==> src/logic/scrs_pkg.sv <==
`default_nettype none
package scrs_pkg;
   // clock and timing
   localparam int unsigned CLK_HZ           = 50_000_000;
   localparam int unsigned CARD_CLK_MAX_HZ  = 5_000_000;
   localparam int unsigned CARD_CLK_MIN_HZ  = 10_000;
   localparam int unsigned DIV_MIN_HALF     = (CLK_HZ + 2 * CARD_CLK_MAX_HZ - 1)
                                              / (2 * CARD_CLK_MAX_HZ);
   localparam int unsigned DIV_MAX_HALF     = CLK_HZ / (2 * CARD_CLK_MIN_HZ);
   localparam int unsigned DIV_W            = 12;
   localparam logic [DIV_W-1:0] DIV_RST     = 12'(DIV_MIN_HALF);
   // card-clock cycle counts of the reset sequence
   localparam int unsigned RX_HIGH_CYC      = 200;
   localparam int unsigned ANS_MIN_CYC      = 400;
   localparam int unsigned ANS_MAX_CYC      = 40000;
   localparam int unsigned RST_LOW_CYC      = 40000;
   localparam int unsigned CNT_W            = 16;
   // clock to data-rate ratios
   localparam logic [8:0]  RATIO_372        = 9'h174;
   localparam logic [8:0]  RATIO_16         = 9'h010;

   typedef enum logic [5:0] {
      ST_OFF   = 6'h01,
      ST_CLKON = 6'h02,
      ST_WAIT  = 6'h04,
      ST_RUN   = 6'h08,
      ST_PD    = 6'h10,
      ST_DONE  = 6'h20
   } scrs_state_e;

   // card pin outputs grouped
   typedef struct packed {
      logic rst;
      logic clk;
      logic tx;
      logic ven;
   } scrs_pins_s;

   typedef struct packed {
      logic timeout;
      logic answer;
      logic pd_done;
   } scrs_evt_s;
endpackage : scrs_pkg
`default_nettype wire

==> src/logic/scrs_seq.sv <==
`default_nettype none
// What this block does
// card clock from block, 372 or 16 ratio
// card clock never aligned to serial data
// one six-pin port, bidirectional data option
// pins asynchronous except reset and power-down
// clock enable marks T0 for counting
// card keeps receive high after 200 cycles
// internal-reset card answers within 400..40000
// active-low reset held 40000 cycles
// reset high at T1, answer 400..40000
// power-down order: reset, clock, tx, supply
// each power-down step one slow clock period
// power-down on removal or software request
// clock, tx, supply stop 0.9/1.8/2.7 periods later
// reset low 0.9 periods after removal
// card clock 0.01..5 MHz, 50% duty
// flag answer timeout and power-down completion
module scrs_seq
   import scrs_pkg::*;
(
   input  wire logic             clk_i,          // 50 MHz module clock
   input  wire logic             nrst_i,         // sync reset, low active
   input  wire logic             en_i,           // clock enable, freezes all state
   input  wire logic             start_i,        // software: power up and reset card
   input  wire logic             pd_req_i,       // software: power-down request
   input  wire logic             low_rst_card_i, // card uses active-low reset
   input  wire logic [DIV_W-1:0] half_div_i,     // card clock half period in clk cycles
   input  wire logic             bidir_i,        // tx and rx share bidir_card_data
   input  wire logic             slow_reference_clock_i, // about 32 kHz, async
   input  wire logic             card_presence_detect_i, // high while card present
   input  wire logic             rx_i,           // card receive pin
   input  wire logic             bidir_card_data_i,  // shared data pin input
   input  wire logic             tx_data_i,      // transmit data from the uart
   output logic                  bidir_card_data_o,  // shared data pin output
   output logic                  bidir_card_data_oe_o, // high while driving shared pin
   output scrs_pins_s            pins_o,         // card reset, clock, tx, supply enable
   output logic                  rx_o,           // synchronised receive data
   output logic [8:0]            ratio_o,        // clock to bit ratio in use
   input  wire logic             ratio16_i,      // select 16x instead of 372x
   output scrs_state_e           state_o,        // sequencer state
   output scrs_evt_s             evt_o           // one-cycle event pulses
);
   logic [3:0] sy;
   logic       slow_reference_clock_s, pres_s, rx_s, bd_s;

   // pins cross two flops before any logic
   scrs_sync #(.W(4)) u_sync (
      .clk_i  (clk_i),
      .nrst_i (nrst_i),
      .en_i   (en_i),
      .d_i    ({slow_reference_clock_i, card_presence_detect_i, rx_i, bidir_card_data_i}),
      .q_o    (sy)
   );
   assign {slow_reference_clock_s, pres_s, rx_s, bd_s} = sy;

   function automatic logic [DIV_W-1:0] clamp_div(input logic [DIV_W-1:0] d);
      if (d < DIV_W'(DIV_MIN_HALF))
         clamp_div = DIV_W'(DIV_MIN_HALF);
      else if (d > DIV_W'(DIV_MAX_HALF))
         clamp_div = DIV_W'(DIV_MAX_HALF);
      else
         clamp_div = d;
   endfunction : clamp_div

   scrs_state_e      st_r, st_nxt;
   logic [DIV_W-1:0] div_r, div_nxt;
   logic             cclk_r, cclk_nxt;
   logic [CNT_W-1:0] cyc_r, cyc_nxt;     // card clock cycles since T0 or T1
   logic             t1_r, t1_nxt;       // active-low card: reset released
   logic             rst_r, rst_nxt;
   logic             clkon_r, clkon_nxt;
   logic             tx_r, tx_nxt;
   logic             ven_r, ven_nxt;
   logic [2:0]       pdstep_r, pdstep_nxt;
   logic             slow_reference_clock_d_r, slow_reference_clock_d_nxt;
   logic             pres_d_r, pres_d_nxt;
   scrs_evt_s        evt_r, evt_nxt;
   logic             slow_reference_clock_rise, cclk_rise, removed, rx_line;

   assign slow_reference_clock_rise = slow_reference_clock_s & ~slow_reference_clock_d_r;
   assign removed   = pres_d_r & ~pres_s;
   assign rx_line   = bidir_i ? bd_s : rx_s;
   assign cclk_rise = clkon_r && !cclk_r && (div_r == '0);

   // card clock divider, free of any data timing
   always_comb begin
      div_nxt  = div_r;
      cclk_nxt = cclk_r;
      if (!clkon_r) begin
         div_nxt  = clamp_div(half_div_i);
         cclk_nxt = 1'b0;
      end else if (div_r == '0) begin
         div_nxt  = clamp_div(half_div_i) - DIV_W'(1);
         cclk_nxt = ~cclk_r;                                   // equal halves
      end else begin
         div_nxt  = div_r - DIV_W'(1);
      end
   end

   // sequencer for reset and power-down
   always_comb begin
      st_nxt     = st_r;
      cyc_nxt    = cyc_r;
      t1_nxt     = t1_r;
      rst_nxt    = rst_r;
      clkon_nxt  = clkon_r;
      tx_nxt     = tx_r;
      ven_nxt    = ven_r;
      pdstep_nxt = pdstep_r;
      evt_nxt    = '0;
      slow_reference_clock_d_nxt = slow_reference_clock_s;
      pres_d_nxt = pres_s;
      if (cclk_rise && cyc_r != '1)
         cyc_nxt = cyc_r + CNT_W'(1);
      unique case (st_r)
         ST_OFF: begin
            if (start_i && pres_s) begin
               ven_nxt = 1'b1;
               tx_nxt  = 1'b1;
               rst_nxt = 1'b0;
               st_nxt  = ST_CLKON;
            end
         end
         ST_CLKON: begin
            clkon_nxt = 1'b1;                                  // T0
            cyc_nxt   = '0;
            t1_nxt    = 1'b0;
            rst_nxt   = ~low_rst_card_i;
            st_nxt    = ST_WAIT;
         end
         ST_WAIT: begin
            if (low_rst_card_i && !t1_r) begin
               // no answer expected while reset is low
               if (cyc_r >= CNT_W'(RST_LOW_CYC)) begin
                  rst_nxt = 1'b1;                              // T1
                  t1_nxt  = 1'b1;
                  cyc_nxt = '0;
               end
            end else if (cyc_r >= CNT_W'(RX_HIGH_CYC) && !rx_line
                         && cyc_r >= CNT_W'(ANS_MIN_CYC)) begin
               evt_nxt.answer = 1'b1;
               st_nxt         = ST_RUN;
            end else if (cyc_r > CNT_W'(ANS_MAX_CYC)) begin
               evt_nxt.timeout = 1'b1;
               st_nxt          = ST_RUN;
            end
            // a low rx before cycle 400 is ignored; card keeps it high
         end
         ST_RUN: begin
            tx_nxt = tx_data_i;
         end
         ST_PD: begin
            if (slow_reference_clock_rise) begin
               pdstep_nxt = pdstep_r + 3'(1);
               unique case (pdstep_r)
                  // first rise only starts a whole period, so reset never drops early
                  3'h0: rst_nxt   = rst_r;
                  3'h1: rst_nxt   = 1'b0;
                  3'h2: clkon_nxt = 1'b0;
                  3'h3: tx_nxt    = 1'b0;
                  3'h4: begin
                     ven_nxt         = 1'b0;
                     evt_nxt.pd_done = 1'b1;
                     st_nxt          = ST_DONE;
                  end
                  default: st_nxt = ST_DONE;
               endcase
            end
         end
         ST_DONE: begin
            if (!start_i)
               st_nxt = ST_OFF;
         end
         default: st_nxt = ST_OFF;
      endcase
      // removal or software request starts power-down
      if ((removed || pd_req_i) && st_r != ST_OFF && st_r != ST_PD && st_r != ST_DONE) begin
         st_nxt     = ST_PD;
         pdstep_nxt = '0;
      end
   end

   always_ff @(posedge clk_i) begin
      if (!nrst_i) begin
         st_r     <= ST_OFF;
         div_r    <= DIV_RST;
         cclk_r   <= 1'b0;
         cyc_r    <= '0;
         t1_r     <= 1'b0;
         rst_r    <= 1'b0;
         clkon_r  <= 1'b0;
         tx_r     <= 1'b0;
         ven_r    <= 1'b0;
         pdstep_r <= '0;
         slow_reference_clock_d_r <= 1'b0;
         pres_d_r <= 1'b0;
         evt_r    <= '0;
      end else if (en_i) begin
         st_r     <= st_nxt;
         div_r    <= div_nxt;
         cclk_r   <= cclk_nxt;
         cyc_r    <= cyc_nxt;
         t1_r     <= t1_nxt;
         rst_r    <= rst_nxt;
         clkon_r  <= clkon_nxt;
         tx_r     <= tx_nxt;
         ven_r    <= ven_nxt;
         pdstep_r <= pdstep_nxt;
         slow_reference_clock_d_r <= slow_reference_clock_d_nxt;
         pres_d_r <= pres_d_nxt;
         evt_r    <= evt_nxt;
      end
   end

   // outputs; shared pin released while card answers
   assign pins_o.rst           = rst_r;
   assign pins_o.clk           = cclk_r;
   assign pins_o.tx            = tx_r;
   assign pins_o.ven           = ven_r;
   assign bidir_card_data_o    = tx_r;
   assign bidir_card_data_oe_o = bidir_i && ven_r && (st_r == ST_RUN || st_r == ST_PD) && !tx_r;
   assign rx_o                 = rx_line;
   assign ratio_o              = ratio16_i ? RATIO_16 : RATIO_372;
   assign state_o              = st_r;
   assign evt_o                = evt_r;
endmodule : scrs_seq
`default_nettype wire

==> src/logic/scrs_sync.sv <==
`default_nettype none
// two-flop synchroniser for pins from outside the clock domain
module scrs_sync
   import scrs_pkg::*;
#(
   parameter int unsigned W = 1
) (
   input  wire logic         clk_i,   // module clock
   input  wire logic         nrst_i,  // sync reset, low active
   input  wire logic         en_i,    // clock enable
   input  wire logic [W-1:0] d_i,     // async input
   output logic      [W-1:0] q_o      // synchronised output
);
   logic [W-1:0] s1_r, s1_nxt, s2_r, s2_nxt;

   // first stage read only by the second
   always_comb begin
      s1_nxt = d_i;
      s2_nxt = s1_r;
   end

   always_ff @(posedge clk_i) begin
      if (!nrst_i) begin
         s1_r <= '0;
         s2_r <= '0;
      end else if (en_i) begin
         s1_r <= s1_nxt;
         s2_r <= s2_nxt;
      end
   end

   assign q_o = s2_r;
endmodule : scrs_sync
`default_nettype wire
==> config.mk <==
export PLATFORM = sky130hd
export DESIGN_NAME = scrs_seq
export DESIGN_NICKNAME = d
export VERILOG_FILES = /design/src/logic/scrs_pkg.sv /design/src/logic/scrs_seq.sv /design/src/logic/scrs_sync.sv
export SDC_FILE = /design/constraint.sdc
export NUM_CORES = 1
export LEC_CHECK = 0
export BUFFER_PORTS_ARGS = -buffer_cell sky130_fd_sc_hd__clkbuf_2
export CORE_ASPECT_RATIO = 1.5
export CORE_MARGIN = 10
export CORE_UTILIZATION = 52
export DETAILED_ROUTE_END_ITERATION = 8
export PLACE_DENSITY = 0.69
export SYNTH_ARGS = -nofsm -noshare
export SYNTH_HDL_FRONTEND = slang
export SYNTH_SLANG_ARGS = --single-unit
==> constraint.sdc <==
create_clock -name clk_i -period 6.6 [get_ports clk_i]
set_input_delay 1.65 -clock clk_i [delete_from_list [all_inputs] [get_ports clk_i]]
set_output_delay 1.65 -clock clk_i [all_outputs]
set_load 0.005 [all_outputs]
; ---- After elaboration in Yosys (flattened, before gate mapping)
; Cells that the tools add are included.
; W data, S select, Z words.
[word_totals]
wordCells = 151
out_inout_bits = 25
input_bits = 25
register_bits = 56
[classes]
muxes = 51
eq_ne = 30
n_reduce_logical = 37
n_addsub = 4
n_lt_le_gt_ge = 6
bitwise = 6
[op_table]
columns = op, count
row1 = $mux W12, 6
row2 = $mux W16, 3
row3 = $mux W6, 8
row4 = $pmux W6 S6, 1
row5 = $pmux W16 S2, 1
row6 = $sub A12 B1 Y12 const B, 2
row7 = $mux W1, 21
row8 = $add A16 B1 Y16 const B, 1
row9 = $ge A16 B16 Y1 const B, 1
row10 = $ge A16 B8 Y1 const B, 1
row11 = $ge A16 B9 Y1 const B, 1
row12 = $gt A16 B16 Y1 const B, 1
row13 = $ne A16 B16 Y1 const B, 1
row14 = $ne A3 B3 Y1 const B, 5
row15 = $logic_and A1 B1 Y1, 13
row16 = $gt A12 B12 Y1 const B, 1
row17 = $logic_not A12 Y1, 1
row18 = $lt A12 B3 Y1 const B, 1
row19 = $ne A2 B1 Y1 const B, 5
row20 = $ne A2 B2 Y1 const B, 5
row21 = $reduce_and A5 Y1, 2
row22 = $reduce_bool A2 Y1, 5
row23 = $mux W3, 3
row24 = $mux W9, 1
row25 = 31 further kinds, 44

; ---- Depth between registers and ports, before layout
[logic_depth]
word_depth = 8
ltp_mapped = 13
mapped_depth_nobuf = 12

; ---- By module
; A second synthesis with hierarchy kept.
[hier_totals]
hier_cells = 436
area_unflattened_um2 = 3555.9
[modules_own_cells]
columns = module, area_per_inst_um2, instances, seq_area_each_um2, cells_each
row1 = scrs_seq, 3254.4, 1, 960.9, 411
row2 = scrs_sync, 301.5, 1, 160.2, 25

; ---- Least setup slack after synthesis
; OpenSTA, ideal clock, no wires.
[synth_timing]
path_kind = input to register
start = in half_div_i[3]
end = reg div_r[8]
t_arrival_ps = 3976
n_path_buf = 1
slack_ps = 2493
stages = 11
setup_ps = 132
cell_sequence = clkbuf_1 -> or3_1 -> nor4_1 -> o21ai_0 -> a31oi_1 -> ha_1 -> nand2b_1 -> a21o_1 -> or4b_2 -> o21ai_0 -> a21oi_1
[synth_between]
elab_chain_cells = 8
[synth_lines]
columns = element, line
row1 = from (decl), scrs_seq.sv:28  ; input wire logic [DIV_W-1:0] half_div_i,
row2 = $gt A12 B12 Y1, scrs_seq.sv:60  ; else if (d > DIV_W'(DIV_MAX_HALF))
row3 = $mux W12, scrs_seq.sv:60
row4 = $mux W12 *, scrs_seq.sv:58  ; if (d < DIV_W'(DIV_MIN_HALF))
row5 = $mux W12, scrs_seq.sv:93  ; end else if (div_r == '0) begin
row6 = $mux W12, scrs_seq.sv:90  ; if (!clkon_r) begin
row7 = $sub A12 B1 Y12, scrs_seq.sv:94  ; div_nxt = clamp_div(half_div_i) - DIV_W'(1);
row8 = $mux W12, scrs_seq.sv:93
row9 = $mux W12 *, scrs_seq.sv:90
row10 = to (signal assigned), scrs_seq.sv:201  ; div_r <= div_nxt;
row11 = to (decl), scrs_seq.sv:67  ; logic [DIV_W-1:0] div_r, div_nxt;
; Mark *: on every way between the ends. The rest lies on a longest branch, timed or not. The select of a mux whose other input is x is not followed.
; A chain may end at the register's enable or synchronous reset.

; ---- Final worst setup path
[layout_timing]
start = in half_div_i[10]
end = reg div_r[8]
; The elaborated chain is that of the path after synthesis.

==> results.py <==
metrics = {
    "power": {
        "leakage_nw": 1.42,
        "p_int_mw": 0.551,
        "clkPwrFrac_pct": 23.7,
        "seqPwrFrac_pct": 47.9,
        "ir_drop_uv": 175,
        "power.density_mw_per_mm2": 222,
        "combPwrFrac_pct": 28.5,
        "switching_share_pct": 34.5,
        "switching_power_mw": 0.291,
    },
    "global_route": {
        "grt_pass1_wl_microns": 14600,
        "grt_overflow": 0,
        "grt_start_max_net_pins": 48,
        "grt_usage_pct": 16.3,
        "antenna_found_initial": 0,
        "grt_pass1_vias": 3192,
    },
    "cts": {
        "clock_path_buffers": 2,
        "cts_sinks": 56,
        "tritoncts": "done",
        "clk_pin_slew_ns": 0.11,
        "cts-root-buf": "clkbuf_8",
        "h-tree-depth": 2,
        "cts_resized": 0,
        "post_cts_hold_buffer_count": 0,
        "clock_latency_ns": 0.32,
        "cts_setup_buffers": 0,
        "cts_buffers": 5,
    },
    "synth": {
        "synth_area_sq_mm": 0.00352,
        "synthArstFlopShare_pct": 0,
        "synth-warning-count": 0,
        "ys.flop_type": "dfxtp_1",
        "ys_seq_area_share_pct": 31.9,
        "synthCells": 443,
        "synth.avg_cell_area_sq_um": 7.94,
        "synth_edf_count": 0,
        "ys_seq_elements": 56,
        "synth_cell_types": 69,
    },
    "timing": {
        "timing.final.ws_setup_ns": 2.39,
        "relSlewSlack_pct": 38.3,
        "setup_viol": 0,
        "max_freq_mhz": 238,
        "post-route-period-util_pct": 63.8,
        "worstMarginPinSlew_ns": 0.918,
        "setup-tns-final_ns": 0,
        "rsz0062_at_grt": "no",
        "skew_ns": 0.00751,
        "hold_violations": 0,
        "report.final.slew_viol_count": 0,
        "period_needed_ns": 4.21,
    },
    "detailed_routing": {
        "drt_iter0_drc": 221,
        "drc": 0,
        "ant_nets": 0,
        "wl_per_cell_microns": 16.0,
        "vias": 3273,
        "totalWireLength_microns": 8720,
        "via_per_inst": 6.02,
        "dr.pass1.iters": 5,
    },
    "placement": {
        "dpl.hpwl_microns": 6550,
        "port_buffers": 44,
        "place_ws_ns": 2.12,
        "dp.cells": 536,
        "place_congestion": 0.943,
        "place_area_sq_mm": 0.00369,
    },
    "setup_path": {
        "crit_top_cell": "o21ai_0",
        "r2r-start": "div_r[8]",
        "cp_num_buf_inv": 1,
        "reg2reg_depth": 10,
        "crit_chain": "clkbuf_2 -> or4_1 -> nor4_1 -> o21ai_0 -> a31oi_1 -> ha_1 -> nand2b_1 -> a21o_1 -> or4b_2 -> o21ai_0 -> a21oi_1",
        "cp_slowest_cell": "or4b_2",
        "r2r_setup_slack_ns": 3.13,
        "critical_path.max_fanout": 6,
        "critical_path.top_delay_family": "simple AND/OR/NAND/NOR gates",
        "reg2reg_to": "div_r[4]",
        "cp.required_ns": 6.80,
        "critical_path.max_stage_delay_ns": 0.61,
        "cp-start-kind": "primary input",
        "crit_type": "primary input to flip-flop",
        "arrival_ns": 4.41,
        "endpoint_kind": "flip-flop",
    },
    "cells_and_area": {
        "drive_gt1_share_pct": 16.2,
        "final_common_cell": "dfxtp_1",
        "finalNonFillerCells": 544,
        "multi_input_area_sq_mm": 0.00217,
        "nets": 500,
        "final_area_sq_mm": 0.00378,
        "seq_area_sq_mm": 0.00112,
        "n_antenna_cell": 0,
        "nFillCells": 652,
        "fin_util_pct": 57.9,
        "syn_to_final_growth_pct": 7.58,
        "final_cell_mix": "56 x dfxtp_1, 52 x nor2_1, 44 x clkbuf_2, 33 x nand2_1, 29 x o21ai_0",
    },
    "floorplan": {
        "die_x_microns": 87.2,
        "core-area_sq_mm": 0.00653,
        "fp-row-count": 36,
        "die_h_microns": 121,
        "fp.dieArea_sq_mm": 0.0105,
        "initial_core_util_pct": 53.9,
        "io_pins": 50,
    },
    "min_path": {
        "min-delay-start": "evt_o[1]",
        "hold_path_depth": 2,
        "min_to": "evt_o[1]",
        "hold_class": "flip-flop to flip-flop",
    },
    "run_status": {
        "outcome": "completed",
    },
    "run": {
        "maxCapViolCount": 0,
    },
}
[per-stage QoR]
step | power (mW) | hold slack, ns
finish | 0.842 | 0.486
global route | 0.895 | 0.504
CTS | 0.850 | 0.490
detailed placement | 0.652 | 0.475
global placement | 0.649 | 0.464
floorplan | 0.589 | 0.467
[Yosys cell counts, types with 8 or more instances]
master | n | area share (%)
nor4_1 | 10 | 1.8
inv_1 | 17 | 1.8
nor2b_1 | 18 | 3.2
dfxtp_1 | 56 | 32
buf_4 | 12 | 2.6
o21ai_0 | 29 | 4.1
ha_1 | 8 | 2.8
xor2_1 | 11 | 2.7
xnor2_1 | 10 | 2.5
nand3_1 | 10 | 1.4
clkbuf_1 | 19 | 2.0
nor2_1 | 52 | 5.5
nand2_1 | 33 | 3.5
nor3_1 | 14 | 2.0
mux2i_1 | 12 | 3.4
a21oi_1 | 24 | 3.4
[worst max path at each step]
stage / startpoint / endpoint / slack, ns / cells past startpoint
after global routing: half_div_i[10] / div_r[8] / 2.23 / 11
after floorplan: half_div_i[3] / div_r[8] / 2.49 / 11
after CTS: half_div_i[10] / div_r[8] / 2.44 / 11
after detailed placement: half_div_i[10] / div_r[8] / 2.12 / 11
final: half_div_i[10] / div_r[8] / 2.39 / 11
after global placement: half_div_i[10] / div_r[8] / 2.18 / 11
[metal layers]
| layer | part of all wire (%) | track usage [%] | up-vias |
|---|---|---|---|
| met5 | 0 | 0 | - |
| met4 | 1.6 | 5.30 | 0 |
| met3 | 4.8 | 2.89 | 13 |
| met2 | 52 | 29.3 | 78 |
| met1 | 42 | 18.6 | 1557 |
| li1 | - | - | 1625 |
[state kept, by name, indices dropped and copies added (netlist names)]
name	cells
cyc_r	16
div_r	12
state_o	6
u_sync.q_o	4
u_sync.s1_r	4
evt_o	3
pdstep_r	3
bidir_card_data_o	1
cclk_r	1
clkon_r	1
pres_d_r	1
rst_r	1
slow_reference_clock_d_r	1
t1_r	1
ven_r	1
[cell families (layout without fill, tap and decap cells)]
logic type | after synthesis | count (layout) | share of synthesized area (%)
simple gates | 181 | 181 | 27.4
compound gates | 112 | 112 | 21.9
buf+inv | 50 | 72 | 6.83
fa+ha+maj | 8 | 8 | 2.85
other cells | 2 | 5 | 0.214
flops | 56 | 56 | 31.9
xor+xnor | 21 | 21 | 5.23
mux | 13 | 13 | 3.74
[area by class of cell]
| cell class | count | share of cell area [%] |
|---|---|---|
| Multi-Input combinational cell | 340 | 57.3 |
| Sequential cell | 56 | 29.6 |
| Timing Repair Buffer | 47 | 6.42 |
| Tap cell | 76 | 2.51 |
| Clock buffer | 5 | 1.82 |
| Inverter | 17 | 1.69 |
| Clock inverter | 3 | 0.661 |
[worst register-to-register path: cells and delay by family, from the launching register on]
family                     cells  cell delay (ns)
DFF                            1             0.38
and+or+nand+nor                4             1.96
adders and majority gates      1             0.27
AOI/OAI and AO/OA              5             0.82
[power by group through the flow]
stage                     sequential, mW  clock (mW)  combinational (mW)
final                              0.403       0.199               0.240
after CTS                          0.403       0.206               0.242
after global routing               0.409       0.215               0.271
after detailed placement           0.411           0               0.241
after global placement             0.411           0               0.238
after floorplan                    0.392           0               0.197
Note: power is estimated with default switching activity, not from simulation.
